--- config.mk ---
export PLATFORM = sky130hd
export DESIGN_NAME = ivam_vector_map
export DESIGN_NICKNAME = d
export VERILOG_FILES = /design/src/design/ivam_pkg.sv /design/src/design/ivam_vector_map.sv
export SDC_FILE = /design/constraint.sdc
export NUM_CORES = 1
export LEC_CHECK = 0
export BUFFER_PORTS_ARGS = -buffer_cell sky130_fd_sc_hd__buf_2
export CORE_AREA = 2 2 143 145
export DETAILED_ROUTE_END_ITERATION = 8
export DIE_AREA = 0 0 145 147
export PLACE_DENSITY = 0.43
export SYNTH_ARGS = -nofsm -noshare
export SYNTH_HDL_FRONTEND = slang
export SYNTH_SLANG_ARGS = --single-unit
--- constraint.sdc ---
create_clock -name core_clk_i -period 5.3 [get_ports core_clk_i]
set_clock_uncertainty 0.2 [all_clocks]
set_input_delay 0 -clock core_clk_i [delete_from_list [all_inputs] [get_ports core_clk_i]]
set_output_delay 0 -clock core_clk_i [all_outputs]
set_load 0.05 [all_outputs]
--- src/design/ivam_pkg.sv ---
// Package for the interrupt vector address map block.
// Assumes a 20-bit byte address space and a 16-bit data path to memory.
package ivam_pkg;
	localparam int         ADDR_W        = 20;
	localparam logic [19:0] FIX_UNDEF    = 20'hfffdc;
	localparam logic [19:0] FIX_OVF      = 20'hfffe0;
	localparam logic [19:0] FIX_BREAK      = 20'hfffe4;
	localparam logic [19:0] FIX_BREAK_FLAG = 20'hfffe6;
	localparam logic [19:0] FIX_AMATCH     = 20'hfffe8;
	localparam logic [19:0] FIX_SSTEP      = 20'hfffec;
	localparam logic [19:0] FIX_WDT        = 20'hffff0;
	localparam logic [19:0] FIX_DEBUG      = 20'hffff4;
	localparam logic [19:0] FIX_NMI        = 20'hffff8;
	localparam logic [19:0] FIX_RESET      = 20'hffffc;
	localparam logic [7:0]  BREAK_REDIRECT = 8'hff;
	localparam logic [19:0] ENTRY_BYTES    = 20'h00004;
	localparam logic [19:0] WORD_STEP      = 20'h00002;
	localparam logic [19:0] BYTE_STEP      = 20'h00001;
	localparam logic [1:0]  WORD_LAST      = 2'h1;
	localparam logic [1:0]  BYTE_LAST      = 2'h3;
	localparam logic [5:0]  SWN_BREAK_ALT  = 6'h00;

	typedef enum logic [5:0] {
		SRC_SWINT, SRC_UNDEF, SRC_OVF, SRC_BREAK, SRC_AMATCH, SRC_SSTEP,
		SRC_WDT, SRC_OSC_STOP, SRC_VMON2, SRC_DEBUG, SRC_NMI, SRC_RESET,
		SRC_EXT0, SRC_EXT1, SRC_EXT2, SRC_EXT_THREE, SRC_EXT_FOUR,
		SRC_EXT_FIVE, SRC_SER2_COLL, SRC_TASKMON, SRC_DMA0, SRC_DMA1,
		SRC_KEY, SRC_ADC, SRC_SER2_TX, SRC_SER2_NACK, SRC_SER2_RX,
		SRC_SER2_ACK, SRC_SER0_TX, SRC_SER0_RX, SRC_SER1_TX, SRC_SER1_RX,
		SRC_TMRA0, SRC_TMRA1, SRC_TMRA2, SRC_TMRA3, SRC_TMRA4,
		SRC_TMRB0, SRC_TMRB1, SRC_TMRB2
	} ivam_src_t;

	typedef struct packed {
		ivam_src_t  src;
		logic [5:0] swint_num;
	} ivam_req_t;

	typedef struct packed {
		logic [19:0] addr;
		logic        word;
	} ivam_mem_t;
endpackage : ivam_pkg

--- src/design/ivam_vector_map.sv ---
// Vector address generation and vector fetch for the CPU interrupt sequencer.
// Assumes memory answers mem_ack_i one or more cycles after a request; all
// inputs are synchronous to core_clk_i.
`timescale 1ns/1ps
module ivam_vector_map (
	input  wire logic               core_clk_i,
	input  wire logic               reset_i,
	input  wire logic               req_valid_i,
	output logic                    req_ready_o,
	input  wire ivam_pkg::ivam_req_t req_i,
	input  wire logic [19:0]        vector_table_base_i,
	output logic                    mem_req_o,
	output ivam_pkg::ivam_mem_t     mem_o,
	input  wire logic               mem_ack_i,
	input  wire logic [15:0]        mem_rdata_i,
	output logic                    done_o,
	output logic [19:0]             vec_addr_o,
	output logic [19:0]             target_o
);
	import ivam_pkg::*;

	// ----------------------------------------
	// Source to vector mapping
	// ----------------------------------------
	function automatic logic [5:0] swnum_of(input ivam_src_t s, input logic [5:0] n);
		case (s)
			SRC_EXT_THREE: swnum_of = 6'h04;
			SRC_EXT_FIVE:  swnum_of = 6'h08;
			SRC_EXT_FOUR:  swnum_of = 6'h09;
			SRC_SER2_COLL, SRC_TASKMON: swnum_of = 6'h0a;
			SRC_DMA0:      swnum_of = 6'h0b;
			SRC_DMA1:      swnum_of = 6'h0c;
			SRC_KEY:       swnum_of = 6'h0d;
			SRC_ADC:       swnum_of = 6'h0e;
			SRC_SER2_TX, SRC_SER2_NACK: swnum_of = 6'h0f;
			SRC_SER2_RX, SRC_SER2_ACK:  swnum_of = 6'h10;
			SRC_SER0_TX:   swnum_of = 6'h11;
			SRC_SER0_RX:   swnum_of = 6'h12;
			SRC_SER1_TX:   swnum_of = 6'h13;
			SRC_SER1_RX:   swnum_of = 6'h14;
			SRC_TMRA0:     swnum_of = 6'h15;
			SRC_TMRA1:     swnum_of = 6'h16;
			SRC_TMRA2:     swnum_of = 6'h17;
			SRC_TMRA3:     swnum_of = 6'h18;
			SRC_TMRA4:     swnum_of = 6'h19;
			SRC_TMRB0:     swnum_of = 6'h1a;
			SRC_TMRB1:     swnum_of = 6'h1b;
			SRC_TMRB2:     swnum_of = 6'h1c;
			SRC_EXT0:      swnum_of = 6'h1d;
			SRC_EXT1:      swnum_of = 6'h1e;
			SRC_EXT2:      swnum_of = 6'h1f;
			// Numbers 1-3 and 5-7 are reachable only by software
			default:       swnum_of = n;
		endcase
	endfunction : swnum_of

	logic        is_fixed;
	logic [19:0] fixed_addr;
	logic [19:0] reloc_addr;
	logic [5:0]  swnum;

	always_comb begin
		is_fixed = 1'b1;
		swnum    = swnum_of(req_i.src, req_i.swint_num);
		case (req_i.src)
			SRC_UNDEF:  fixed_addr = FIX_UNDEF;
			SRC_OVF:    fixed_addr = FIX_OVF;
			SRC_BREAK:  fixed_addr = FIX_BREAK;
			SRC_AMATCH: fixed_addr = FIX_AMATCH;
			SRC_SSTEP:  fixed_addr = FIX_SSTEP;
			SRC_WDT, SRC_OSC_STOP, SRC_VMON2: fixed_addr = FIX_WDT;
			SRC_DEBUG:  fixed_addr = FIX_DEBUG;
			SRC_NMI:    fixed_addr = FIX_NMI;
			SRC_RESET:  fixed_addr = FIX_RESET;
			default: begin
				fixed_addr = FIX_RESET;
				is_fixed   = 1'b0;
			end
		endcase
		// 64 entries of four bytes span the 256-byte table
		reloc_addr = vector_table_base_i + {12'h000, swnum, 2'b00};
	end

	// ----------------------------------------
	// Fetch sequencer
	// ----------------------------------------
	typedef enum logic [1:0] {ST_IDLE, ST_BREAK_CHK, ST_FETCH, ST_DONE} ivam_state_t;

	ivam_state_t state_reg, state_next;
	logic [19:0] cur_reg, cur_next;
	logic [19:0] vec_reg, vec_next;
	logic        word_reg, word_next;
	logic [1:0]  beat_reg, beat_next;
	logic [31:0] entry_reg, entry_next;
	logic [1:0]  last_beat;

	assign req_ready_o = (state_reg == ST_IDLE);
	assign mem_req_o   = (state_reg == ST_BREAK_CHK) || (state_reg == ST_FETCH);
	assign mem_o.addr  = cur_reg;
	assign mem_o.word  = word_reg && (state_reg == ST_FETCH);
	assign done_o      = (state_reg == ST_DONE);
	assign vec_addr_o  = vec_reg;
	// High byte may carry ID or option data, so it never reaches the PC
	assign target_o    = entry_reg[19:0];
	assign last_beat   = word_reg ? WORD_LAST : BYTE_LAST;

	always_comb begin
		state_next = state_reg;
		cur_next   = cur_reg;
		vec_next   = vec_reg;
		word_next  = word_reg;
		beat_next  = beat_reg;
		entry_next = entry_reg;
		case (state_reg)
			ST_IDLE: begin
				if (req_valid_i) begin
					beat_next  = 2'h0;
					entry_next = 32'h0000_0000;
					if (is_fixed) begin
						vec_next  = fixed_addr;
						word_next = 1'b1;
						cur_next   = (req_i.src == SRC_BREAK) ? FIX_BREAK_FLAG : fixed_addr;
						state_next = (req_i.src == SRC_BREAK) ? ST_BREAK_CHK : ST_FETCH;
					end else begin
						vec_next   = reloc_addr;
						cur_next   = reloc_addr;
						word_next  = ~vector_table_base_i[0];
						state_next = ST_FETCH;
					end
				end
			end
			ST_BREAK_CHK: begin
				if (mem_ack_i) begin
					state_next = ST_FETCH;
					if (mem_rdata_i[7:0] == BREAK_REDIRECT) begin
						vec_next  = vector_table_base_i + {12'h000, SWN_BREAK_ALT, 2'b00};
						cur_next  = vector_table_base_i + {12'h000, SWN_BREAK_ALT, 2'b00};
						word_next = ~vector_table_base_i[0];
					end else begin
						cur_next = vec_reg;
					end
				end
			end
			ST_FETCH: begin
				if (mem_ack_i) begin
					// Ascending addresses carry ascending significance
					if (word_reg) begin
						entry_next[{beat_reg[0], 4'h0} +: 16] = mem_rdata_i;
					end else begin
						entry_next[{beat_reg, 3'h0} +: 8] = mem_rdata_i[7:0];
					end
					cur_next  = cur_reg + (word_reg ? WORD_STEP : BYTE_STEP);
					beat_next = beat_reg + 2'h1;
					if (beat_reg == last_beat) begin
						state_next = ST_DONE;
					end
				end
			end
			ST_DONE: state_next = ST_IDLE;
			default: state_next = ST_IDLE;
		endcase
	end

	always_ff @(posedge core_clk_i) begin
		if (reset_i) begin
			state_reg <= ST_IDLE;
			cur_reg   <= 20'h00000;
			vec_reg   <= 20'h00000;
			word_reg  <= 1'b0;
			beat_reg  <= 2'h0;
			entry_reg <= 32'h0000_0000;
		end else begin
			state_reg <= state_next;
			cur_reg   <= cur_next;
			vec_reg   <= vec_next;
			word_reg  <= word_next;
			beat_reg  <= beat_next;
			entry_reg <= entry_next;
		end
	end

	// ----------------------------------------
	// Checks
	// ----------------------------------------
	logic [2:0] bytes_seen_reg;
	always_ff @(posedge core_clk_i) begin
		if (reset_i || state_reg == ST_IDLE) begin
			bytes_seen_reg <= 3'h0;
		end else if (state_reg == ST_FETCH && mem_ack_i) begin
			bytes_seen_reg <= bytes_seen_reg + (word_reg ? 3'h2 : 3'h1);
		end
	end

	wire accept = req_valid_i && req_ready_o;
	// Offset below 256 bytes and four-byte aligned
	localparam logic [19:0] RELOC_OFS_MASK = 20'hfff03;

	chk_entry_four_bytes: assert property (@(posedge core_clk_i) disable iff (reset_i)
		done_o |-> bytes_seen_reg == 3'h4) else $error("entry not four bytes");
	chk_target_from_entry: assert property (@(posedge core_clk_i) disable iff (reset_i)
		(state_reg == ST_FETCH && mem_ack_i && word_reg && beat_reg == WORD_LAST)
		|=> done_o && target_o[19:16] == $past(mem_rdata_i[3:0])) else $error("target mismatch");
	chk_fixed_nmi_reset: assert property (@(posedge core_clk_i) disable iff (reset_i)
		accept && req_i.src inside {SRC_NMI, SRC_RESET}
		|=> vec_reg == (($past(req_i.src) == SRC_RESET) ? FIX_NMI + ENTRY_BYTES : FIX_NMI))
		else $error("nmi or reset vector wrong");
	chk_fixed_traps: assert property (@(posedge core_clk_i) disable iff (reset_i)
		accept && req_i.src == SRC_UNDEF |=> mem_req_o && mem_o.addr == FIX_UNDEF)
		else $error("undefined opcode vector wrong");
	chk_shared_fixed: assert property (@(posedge core_clk_i) disable iff (reset_i)
		accept && req_i.src inside {SRC_WDT, SRC_OSC_STOP, SRC_VMON2}
		|=> vec_reg == FIX_WDT) else $error("shared fixed vector wrong");
	chk_break_redirect: assert property (@(posedge core_clk_i) disable iff (reset_i)
		state_reg == ST_BREAK_CHK && mem_ack_i && mem_rdata_i[7:0] == BREAK_REDIRECT
		|=> mem_o.addr == vector_table_base_i) else $error("break redirect missed");
	chk_break_flag_read: assert property (@(posedge core_clk_i) disable iff (reset_i)
		accept && req_i.src == SRC_BREAK
		|=> mem_req_o && !mem_o.word && mem_o.addr == FIX_BREAK_FLAG)
		else $error("break flag byte not read");
	chk_break_plain: assert property (@(posedge core_clk_i) disable iff (reset_i)
		state_reg == ST_BREAK_CHK && mem_ack_i && mem_rdata_i[7:0] != BREAK_REDIRECT
		|=> vec_reg == FIX_BREAK && mem_o.addr == FIX_BREAK) else $error("break vector wrong");
	chk_overflow_trap: assert property (@(posedge core_clk_i) disable iff (reset_i)
		accept && req_i.src == SRC_OVF |=> vec_reg == FIX_OVF && mem_o.addr == FIX_OVF)
		else $error("overflow vector wrong");
	chk_even_base_words: assert property (@(posedge core_clk_i) disable iff (reset_i)
		accept && !is_fixed && !vector_table_base_i[0] |=> mem_o.word)
		else $error("even base fetched by bytes");
	chk_reloc_window: assert property (@(posedge core_clk_i) disable iff (reset_i)
		accept && !is_fixed
		|=> ((vec_reg - $past(vector_table_base_i)) & RELOC_OFS_MASK) == 20'h00000)
		else $error("entry outside relocatable table");
	chk_pin_four_five: assert property (@(posedge core_clk_i) disable iff (reset_i)
		accept && req_i.src inside {SRC_EXT_FOUR, SRC_EXT_FIVE}
		|-> swnum == ((req_i.src == SRC_EXT_FIVE) ? 6'h08 : 6'h09))
		else $error("pin four or five number wrong");
	chk_shared_ten: assert property (@(posedge core_clk_i) disable iff (reset_i)
		accept && req_i.src inside {SRC_SER2_COLL, SRC_TASKMON} |-> swnum == 6'h0a)
		else $error("collision or task monitor number wrong");
	chk_dma_numbers: assert property (@(posedge core_clk_i) disable iff (reset_i)
		accept && req_i.src inside {SRC_DMA0, SRC_DMA1}
		|-> swnum == ((req_i.src == SRC_DMA0) ? 6'h0b : 6'h0c))
		else $error("dma number wrong");
	chk_key_adc: assert property (@(posedge core_clk_i) disable iff (reset_i)
		accept && req_i.src inside {SRC_KEY, SRC_ADC}
		|-> swnum == ((req_i.src == SRC_KEY) ? 6'h0d : 6'h0e))
		else $error("key or converter number wrong");
	chk_serial2_shared: assert property (@(posedge core_clk_i) disable iff (reset_i)
		accept && req_i.src inside {SRC_SER2_TX, SRC_SER2_NACK, SRC_SER2_RX, SRC_SER2_ACK}
		|-> swnum == ((req_i.src inside {SRC_SER2_TX, SRC_SER2_NACK}) ? 6'h0f : 6'h10))
		else $error("serial2 number wrong");
	chk_serial0_1: assert property (@(posedge core_clk_i) disable iff (reset_i)
		accept && req_i.src inside {[SRC_SER0_TX:SRC_SER1_RX]}
		|-> swnum == 6'h11 + 6'(req_i.src - SRC_SER0_TX))
		else $error("serial0 or serial1 number wrong");
	chk_timer_a: assert property (@(posedge core_clk_i) disable iff (reset_i)
		accept && req_i.src inside {[SRC_TMRA0:SRC_TMRA4]}
		|-> swnum == 6'h15 + 6'(req_i.src - SRC_TMRA0))
		else $error("timer A number wrong");
	chk_timer_b: assert property (@(posedge core_clk_i) disable iff (reset_i)
		accept && req_i.src inside {[SRC_TMRB0:SRC_TMRB2]}
		|-> swnum == 6'h1a + 6'(req_i.src - SRC_TMRB0))
		else $error("timer B number wrong");
	chk_ext_low_pins: assert property (@(posedge core_clk_i) disable iff (reset_i)
		accept && req_i.src inside {[SRC_EXT0:SRC_EXT2]}
		|-> swnum == 6'h1d + 6'(req_i.src - SRC_EXT0))
		else $error("pin zero to two number wrong");
	chk_reserved_free: assert property (@(posedge core_clk_i) disable iff (reset_i)
		accept && !is_fixed && req_i.src != SRC_SWINT
		|-> !(swnum inside {[6'h01:6'h03], [6'h05:6'h07]}))
		else $error("hardware source on reserved number");
	chk_odd_base_bytes: assert property (@(posedge core_clk_i) disable iff (reset_i)
		accept && !is_fixed && vector_table_base_i[0] |=> !mem_o.word)
		else $error("odd base fetched by words");
	chk_reloc_index: assert property (@(posedge core_clk_i) disable iff (reset_i)
		accept && req_i.src == SRC_SWINT
		|=> vec_reg == $past(vector_table_base_i) + {12'h000, $past(req_i.swint_num), 2'b00})
		else $error("relocatable index wrong");
	chk_pin_three: assert property (@(posedge core_clk_i) disable iff (reset_i)
		accept && req_i.src == SRC_EXT_THREE |=> vec_reg == $past(vector_table_base_i) + 20'h00010)
		else $error("pin three offset wrong");
	chk_low_byte_first: assert property (@(posedge core_clk_i) disable iff (reset_i)
		state_reg == ST_FETCH && mem_ack_i && !word_reg && beat_reg == 2'h0
		|=> entry_reg[7:0] == $past(mem_rdata_i[7:0])) else $error("byte order wrong");

	cov_odd_base: cover property (@(posedge core_clk_i) disable iff (reset_i)
		done_o && !word_reg);
	cov_break_redirect: cover property (@(posedge core_clk_i) disable iff (reset_i)
		state_reg == ST_BREAK_CHK && mem_ack_i && mem_rdata_i[7:0] == BREAK_REDIRECT);
	cov_break_plain: cover property (@(posedge core_clk_i) disable iff (reset_i)
		state_reg == ST_BREAK_CHK && mem_ack_i && mem_rdata_i[7:0] != BREAK_REDIRECT);
	cov_even_reloc: cover property (@(posedge core_clk_i) disable iff (reset_i)
		accept && !is_fixed && !vector_table_base_i[0]);
	cov_fixed_done: cover property (@(posedge core_clk_i) disable iff (reset_i)
		done_o && vec_reg == FIX_NMI);
endmodule : ivam_vector_map

Word-level counts from Yosys, hierarchy flattened
Index checks and enable logic that the tools add are counted.
- muxes and demuxes: 36
- add/sub/neg operators: 5
- equality and inequality tests: 49
- bitwise gates (word level): 1
- reduce and logical (&&, ||, !) cells: 16
- shift-type cells: 4
- operators with widths (operator ; count):
    20-bit two-way mux ; 8
    6-bit case mux with 25 select lines ; 1
    6-bit by 5-bit equality test with 1-bit output (second input constant) ; 16
    32-bit two-way mux ; 3
    32-bit bitwise mux ; 2
    32-bit case mux with 2 select lines ; 1
    20-bit case mux with 3 select lines ; 1
    6-bit by 4-bit equality test with 1-bit output (second input constant) ; 8
    6-bit equality test (second input constant) ; 8
    6-bit case mux with 8 select lines ; 1
    20-bit case mux with 2 select lines ; 1
    16-bit by 7-bit variable shift with 32-bit output (first input constant) ; 1
    8-bit by 7-bit variable shift with 32-bit output (first input constant) ; 1
    16-bit by 7-bit indexed part select with 32-bit output ; 1
    8-bit by 7-bit indexed part select with 32-bit output ; 1
    6-bit by 3-bit equality test with 1-bit output (second input constant) ; 4
    20-bit by 2-bit adder with 20-bit output ; 1
    20-bit by 8-bit adder with 20-bit output ; 1
    2-bit two-way mux ; 10
    5-bit negation with 7-bit output ; 2
    6-bit by 2-bit equality test with 1-bit output (second input constant) ; 2
    4-bit AND reduction ; 3
    11-bit OR reduction ; 1
    8-bit equality test (second input constant) ; 1
    other kinds (20) ; 32
- bits in registers: 77
- bits of input ports: 52
- output and inout bits: 64
- logic and storage cells: 117

Longest topological paths before layout
Gate-level depths: netlist of run 1.
- depth in word-level cells: 7
- mapped depth: 17

Worst setup path before layout of run 1
Ideal clock, no wire load.
- path kind: input to register
- start: in req_i[9] (netlist name)
- end: reg cur_reg[12]
- cell stages on the path: 14
- arrival: 2.996 ns
- data required time: 4.985 ns
- slack: 1.989 ns
- buffers on the path: 2
- cell sequence: buf_2 > buf_1 > or3b_2 > o221ai_1 > o21a_1 > ha_1 > inv_1 > fa_1 > and2b_1 > o2111ai_1 > a21oi_1 > nand3_1 > xor2_1 > a2111oi_0
- longest elaborated chain between the ends: 7
- elaborated cells between the ends (all ways): 49
- classes of those cells: 1 x add/sub; 39 x eq/ne; 5 x mux; 4 x reduce/logical
- RTL lines (element ; RTL line ; RTL):
    from (decl) ; ivam_vector_map.sv:10 ; input wire ivam_pkg::ivam_req_t req_i,
    6-bit by 5-bit equality test with 1-bit output ; ivam_vector_map.sv:26 ; case (s)
    2-bit OR reduction ; ivam_vector_map.sv:26 ;
    6-bit case mux with 25 select lines ; ivam_vector_map.sv:26 ;
    20-bit by 8-bit adder with 20-bit output ; ivam_vector_map.sv:81 ; reloc_addr = vector_table_base_i + {12'h000, swnum, 2'b00};
    20-bit two-way mux (*) ; ivam_vector_map.sv:119 ; if (is_fixed) begin
    20-bit two-way mux (*) ; ivam_vector_map.sv:116 ; if (req_valid_i) begin
    20-bit case mux with 3 select lines (*) ; ivam_vector_map.sv:114 ; case (state_reg)
    to (signal assigned) ; ivam_vector_map.sv:174 ; cur_reg <= cur_next;
    to (decl) ; ivam_vector_map.sv:90 ; logic [19:0] cur_reg, cur_next;
Mark *: on every way between the ends. The rest lies on a longest branch, timed or not. The select of a mux whose other input is x is not followed.
A chain may end at the register's enable or synchronous reset.

Worst setup path after layout of run 1
- start: reg state_reg[1]
- end: reg vec_reg[14] (netlist: vec_addr_o[14])
- longest elaborated chain between the ends: 3
- elaborated cells between the ends (all ways): 7
- classes of those cells: 3 x eq/ne; 1 x mux; 3 x reduce/logical
- RTL lines (element ; RTL line ; RTL):
    from (decl) ; ivam_vector_map.sv:89 ; ivam_state_t state_reg, state_next;
    from (signal assigned) ; ivam_vector_map.sv:173 ; state_reg <= state_next;
    2-bit by 1-bit equality test with 1-bit output / 2-bit logical NOT (equally long branches) ; ivam_vector_map.sv:114 ;
    2-bit != test (no line) / 2-bit nonzero test (equally long branches) ; - ;
    3-bit AND reduction (no line) ; - ;
    to (signal assigned) ; ivam_vector_map.sv:175 ; vec_reg <= vec_next;
    to (decl) ; ivam_vector_map.sv:91 ; logic [19:0] vec_reg, vec_next;
Several ways; a longest one is shown, not always the timed one.

==> impl_metrics.csv, run 1 <==
group,metric,value,unit
sta,timing.slew.headroom,26.7,%
floorplanning,fp.dieW,145,um
worst_setup_path,cpPeakStageDelay,0.89,ns
sta,finalSetupViolCount,0,
pwr,ir_worst_vdd,0.000328,V
layout,antenna_cells,0,
sta,layout_min_cycle_time,3.52,ns
worst_setup_path,critical_path.endpoint_type,"flop",
worst_setup_path,timing.critical_path.cells,"inv_1, ha_1, nor2_1, a211o_1, a21oi_2, o22ai_1, a311oi_1",
detailed_routing,first_iter_violations,339,
worst_setup_path,startpoint_type_of_the_worst_setup_path,"flop",
synth,synth.yosys.seq_area_share,26.7,%
placement,place_congestion,0.819,
synth,synth_warnings,0,
clocking,cts_tree,"built",
worst_setup_path,startpoint,"state_reg[1]$_SDFFE_PP0P_",
sta,timing.fmax,284,MHz
layout,final_nets,837,
detailed_routing,wire_per_inst,18.0,um
min_path,min-delay-path-class,"in2reg",
floorplanning,design.die.area,0.0213,mm2
global_route,global_route.overflow_total,0,
detailed_routing,maxUsedRoutingLayer,"met4",
detailed_routing,vias_per_cell,5.13,
detailed_routing,route.layer.met1.wl,8630,um
pwr,power.total,3390,uW
worst_setup_path,cp.required,5.35,ns
detailed_routing,ant_nets,0,
synth,dominantRegCellSynth,"dfxtp_1",
layout,fin_area,0.00629,mm2
synth,syn_nets,711,
sta,totalNegativeSetupSlack,0,ns
placement,placement.setup.worst_slack,1.62,ns
sta,layout_worst_path_cycle_share,66.4,%
floorplanning,initial_utilization,24.6,%
floorplanning,design.portCount,116,
worst_setup_path,cp.arrival,3.57,ns
outcome,run_status,"completed",
floorplanning,die_height,147,um
placement,numPortBuffers,115,
run,maxCapViolCount,0,
floorplanning,placementRows,52,
global_route,grt_antenna_before_repair,0,
synth,syn_inst,640,
worst_setup_path,critical_path.reg2reg.startpoint,"state_reg[1]$_SDFFE_PP0P_",
clocking,cts_root_buffer,"clkbuf_16",
worst_setup_path,worstReg2RegEnd,"vec_addr_o[14]$_SDFFE_PP0P_",
floorplanning,design.core.area,0.0198,mm2
global_route,pin_count_of_the_biggest_net_entering_global_routing,62,
sta,finalHoldViolations,0,
clocking,ctsHtreeMaxLevel,3,
sta,max_slew.worst_pin.slew,1.10,ns
worst_setup_path,ff2ff_setup_slack,1.78,ns
sta,setup_slack,1.78,ns
clocking,clock_tree.buffer_depth,2,
layout,fillerInstances,2201,
min_path,worst_hold_path.num_cells,4,
detailed_routing,drc,0,
synth,synthDistinctLibCells,74,
global_route,grt_util_all_layers,17.4,%
synth,syn-cell-area,0.00487,mm2
sta,drv_slew,0,
pwr,power_density,540,mW/mm2
clocking,clk_transition_reported_paths,0.06,ns
synth,synthArstFlopShare,0,%
synth,synth.avg_cell_area,7.62,um2
detailed_routing,postRouteWirelength,18700,um
sta,grt_setup_unrepaired,"no",
worst_setup_path,critical_path_class,"reg2reg",
placement,dp_hpwl,13600,um
worst_setup_path,crit_end,"vec_addr_o[14]$_SDFFE_PP0P_",
placement,placement.cell_area,0.00564,mm2
synth,register_bit_total_from_synthesis,65,
sta,final.hold.worst_slack,0.00776,ns
detailed_routing,met2_length,8660,um
clocking,clock_insertion_delay_worst_skew,0.34,ns
global_route,grt_first_pass_wirelength,29300,um
clocking,cts_inserted_buffers,9,
detailed_routing,count_of_tritonroute_iterations_in_the_first_routing_pass,4,
layout,layout-area-overhead-vs-synth,29.0,%
detailed_routing,route.vias.total,5336,
global_route,first_global_vias,5190,
worst_setup_path,worst-r2r-cell-count,7,
worst_setup_path,highest_net_fanout_along_the_worst_path,26,
synth,number_of_enable_flip_flop_cells_after_synthesis,0,
worst_setup_path,critical_path.slowest_cell,"ha_1",
clocking,numClockSinks,65,
layout,layout-drive-gt1-share,20.8,%
detailed_routing,met3RoutedLength,1150,um
pwr,p_leak,0.00256,uW
## layer usage
layer	GRT usage (%)	vias to the layer above
li1	-	2628
met1	22.9	2527
met2	28.2	161
met3	4.78	20
met4	4.46	0
met5	0	-
## final cells by class
class / count / area [um2] / area share (%)
multi-input combinational: 510 / 3280 / 52.2
clock inverter: 6 / 82.6 / 1.31
tap: 270 / 338 / 5.37
timing repair buffer: 155 / 961 / 15.3
inverter: 25 / 93.8 / 1.49
clock buffer: 10 / 229 / 3.64
sequential: 65 / 1300 / 20.7
## placed cells by master (no fill, tap or decap), drive strengths merged, types with 9 or more instances in the layout
cell	Yosys	layout
a21oi	51	51
ha	17	17
a22oi	14	14
xor2	19	19
o21ai	31	31
clkbuf	31	10
nand4	13	13
nor2	64	64
xnor2	13	13
dfxtp	65	65
nand2	59	59
a211oi	17	17
nand3	25	25
dlygate4sd3	0	34
mux2i	15	15
nor3	31	31
buf	8	121
nand2b	9	9
inv	25	25
o22ai	15	15
## cell usage after synthesis (3+ instances only)
cell	number	area share (%)
ha_1	17	4.4
dfxtp_1	65	27
a211o_1	4	0.72
nor2_1	62	4.8
o22ai_1	15	1.9
and3_1	6	0.77
nand3_1	25	2.6
a32oi_1	5	0.90
mux2i_1	15	3.1
a21oi_1	50	5.1
a22oi_1	14	2.2
o21a_1	5	0.77
nor2b_1	7	0.90
and4_1	3	0.54
nand2_1	58	4.5
nand2b_1	9	1.2
xor2_1	19	3.4
mux2_2	5	1.2
o221ai_1	6	1.1
clkbuf_1	31	2.4
inv_1	24	1.8
a21o_1	7	1.1
o21bai_1	3	0.46
a22o_1	3	0.54
a31oi_1	4	0.51
nand4_1	13	1.7
a32o_1	3	0.62
o31ai_1	3	0.46
a221oi_1	6	1.1
nor3_1	29	3.0
o21ai_0	30	3.1
buf_2	3	0.31
xnor2_1	13	2.3
a211oi_1	17	2.6
o211ai_1	7	1.1
nor4_1	5	0.64
or3_1	3	0.39
## what timing repair did
action                                 4_1_cts  5_1_grt
endpoints found under the hold margin       46        0
setup buffers                                0        0
gates resized for setup                      0        0
hold buffers                                34        0
## logic make-up after synthesis
logic type / share of synthesized area [%]
compound gates: 27.7
xor+xnor: 5.75
fa+ha+maj: 5.18
buf+inv: 5.98
flops: 26.7
mux: 4.54
simple gates: 24.1
## through the flow
step	std cells	utilization (%)
after CTS	1041	31.7
after floorplan	640	-
after global routing	1041	31.7
after global placement	991	28.4
final	1041	31.7
after detailed placement	991	28.4
## report_power, final
group	switching (uW)	total, uW	leakage (uW)	internal (uW)
sequential	225	892	0.000535	666
combinational	1340	1860	0.00188	523
clock	235	644	0.000152	409
## worst min path at each step
stage | startpoint | end
floorplan | vector_table_base_i[0] | word_reg$_SDFFE_PP0P_
global placement | vector_table_base_i[0] | word_reg$_SDFFE_PP0P_
detailed placement | vector_table_base_i[0] | word_reg$_SDFFE_PP0P_
CTS | vector_table_base_i[15] | cur_reg[15]$_SDFFE_PP0P_
global route | vector_table_base_i[10] | cur_reg[10]$_SDFFE_PP0P_
finish | vector_table_base_i[10] | cur_reg[10]$_SDFFE_PP0P_
## critical path, delay by kind of cell (launching register included)
| kind | cells | cell delay, ns |
|---|---|---|
| compound gates | 4 | 1.76 |
| fa+ha+maj | 1 | 0.89 |
| flops | 1 | 0.34 |
| buf+inv | 1 | 0.11 |
| simple gates | 1 | 0.11 |
Note: power is estimated with default switching activity, not from simulation.
==> run 2, diff against run 1 <==
--- a/config.mk
+++ b/config.mk
@@ -9,7 +9,7 @@
 export CORE_AREA = 2 2 143 145
 export DETAILED_ROUTE_END_ITERATION = 8
 export DIE_AREA = 0 0 145 147
-export PLACE_DENSITY = 0.43
+export PLACE_DENSITY = 0.44
 export SYNTH_ARGS = -nofsm -noshare
 export SYNTH_HDL_FRONTEND = slang
 export SYNTH_SLANG_ARGS = --single-unit
==> constraint.sdc (replaced) <==
create_clock -name core_clk_i -period 3.2 [get_ports core_clk_i]
set_clock_uncertainty 0.2 [all_clocks]
set_input_delay 0 -clock core_clk_i [delete_from_list [all_inputs] [get_ports core_clk_i]]
set_output_delay 0 -clock core_clk_i [all_outputs]
set_load 0.05 [all_outputs]
==> impl_metrics.csv, run 2 (synthesis gave the netlist of run 1 again) <==
group,metric,value,unit
detailed_routing,vias_per_cell,4.96,
pwr,p_leak,0.00280,uW
floorplanning,design.portCount,116,
sta,drv_slew,0,
placement,place_congestion,0.837,
global_route,pin_count_of_the_biggest_net_entering_global_routing,42,
floorplanning,fp.dieW,145,um
clocking,numClockSinks,65,
layout,layout-area-overhead-vs-synth,37.9,%
min_path,min-delay-path-class,"in2reg",
layout,fillerInstances,2127,
pwr,power_density,868,mW/mm2
clocking,cts_tree,"built",
detailed_routing,postRouteWirelength,18700,um
global_route,grt_first_pass_wirelength,29500,um
clocking,clock_tree.buffer_depth,2,
layout,final_cell_mix,"buf_2 (115), dfxtp_1 (65), nor2_1 (62)",
clocking,cts_inserted_buffers,9,
clocking,ctsHtreeMaxLevel,3,
detailed_routing,wire_per_inst,17.2,um
global_route,global_route.peak_usage_layer,"met2",
floorplanning,initial_utilization,24.6,%
layout,multiInputGateArea,0.00330,mm2
detailed_routing,route.vias.total,5398,
pwr,ir_worst_vdd,0.000496,V
detailed_routing,count_of_tritonroute_iterations_in_the_first_routing_pass,5,
global_route,grt_util_met1,23.1,%
worst_setup_path,cp.arrival,2.95,ns
sta,totalNegativeSetupSlack,0,ns
global_route,met2_track_usage_gr,29.1,%
placement,dp_hpwl,14000,um
detailed_routing,first_iter_violations,303,
worst_setup_path,startpoint_type_of_the_worst_setup_path,"flop",
pwr,power.total,5830,uW
worst_setup_path,cp.required,3.26,ns
global_route,grt_antenna_before_repair,0,
floorplanning,design.core.area,0.0198,mm2
worst_setup_path,highest_net_fanout_along_the_worst_path,15,
clocking,cts_root_buffer,"clkbuf_16",
sta,layout_min_cycle_time,2.89,ns
run,maxCapViolCount,0,
sta,max_slew.worst_pin.slew,1.04,ns
clocking,clk_transition_reported_paths,0.06,ns
layout,antenna_cells,0,
layout,final_core_util,33.9,%
outcome,run_status,"completed",
sta,grt_setup_unrepaired,"yes",
sta,timing.fmax,346,MHz
detailed_routing,drc,0,
clocking,clock_insertion_delay_worst_skew,0.35,ns
worst_setup_path,critical_path.endpoint_type,"flop",
sta,finalHoldViolations,0,
floorplanning,design.die.area,0.0213,mm2
global_route,grt_util_all_layers,17.5,%
sta,layout_worst_path_cycle_share,90.3,%
floorplanning,die_height,147,um
detailed_routing,ant_nets,0,
placement,numPortBuffers,115,
worst_setup_path,critical_path_class,"reg2reg",
floorplanning,placementRows,52,
layout,final_nets,884,
layout,ff_latch_area,0.00130,mm2
layout,layout_commonest_cell,"buf_2",
layout,layout-drive-gt1-share,25.2,%
global_route,global_route.overflow_total,0,
clocking,post_cts_buffers,0,
global_route,grtUsageMet3,4.16,%
global_route,first_global_vias,5258,
sta,timing.slew.headroom,30.8,%
sta,finalSetupViolCount,0,
sta,final.hold.worst_slack,0.0382,ns
## run 2: cell count changes in the layout (fill, tap and decap cells not counted), sizes merged
cell / previous run / this run
clkinv: 3 / 2
dlygate4sd3: 34 / 39
bufinv: 2 / 3
clkinvlp: 1 / 2
clkbuf: 10 / 9
buf: 121 / 163
## run 2: power breakdown
part	switching (uW)	leakage, uW	total, uW	internal (uW)
Sequential	351	0.000535	1450	1100
Combinational	2230	0.00210	3200	972
Clock	409	0.000162	1170	761
Total	2990	0.00280	5830	2840
## run 2: timing repair
action | in CTS | in global routing
resized for setup | 0 | 3
hold buffers | 39 | 0
hold endpoints to repair | 50 | 0
setup endpoints to repair | 0 | 3
## run 2: stage by stage
stage / instances / setup WS [ns] / instance area [um2]
after floorplan: 640 / -0.0259 / 4880
after global placement: 1033 / -0.0210 / 5970
after detailed placement: 1033 / -0.0680 / 5970
after CTS: 1088 / 0.190 / 6710
after global routing: 1088 / -0.00367 / 6720
final: 1088 / 0.310 / 6720
## run 2: worst paths after layout
path	startpoint	endpoint	slack, ns	depth (start not counted)
setup / recovery	state_reg[0]$_SDFFE_PP0P_	entry_reg[14]$_SDFFE_PP0P_	0.31	7
hold / removal	vector_table_base_i[3]	vec_addr_o[3]$_SDFFE_PP0P_	0.04	5
setup reg to reg	state_reg[0]$_SDFFE_PP0P_	entry_reg[14]$_SDFFE_PP0P_	0.31	7
hold reg to reg	vec_addr_o[7]$_SDFFE_PP0P_	vec_addr_o[7]$_SDFFE_PP0P_	0.27	2
## run 2: cell type report
cell class	count	area share [%]
inverter	25	1.40
tap	270	5.03
sequential	65	19.4
multi-input combinational	510	49.2
clock buffer	9	3.35
clock inverter	7	1.77
timing repair buffer	202	19.9
## run 2: per-layer routing
metal  vias up  routed length (um)
li1       2714                   -
met1      2528                8740
met2       145                8630
met3        11                1130
met4         0                 167
met5         -                   0
## run 2: worst max-delay path: stages (launching register included)
cell and delay [ns]:
dfxtp_1 0.35, inv_1 0.12, ha_1 0.40, inv_1 0.42, nor3_4 0.39, a22oi_1 0.14
dlygate4sd3_1 0.58, a211oi_1 0.21
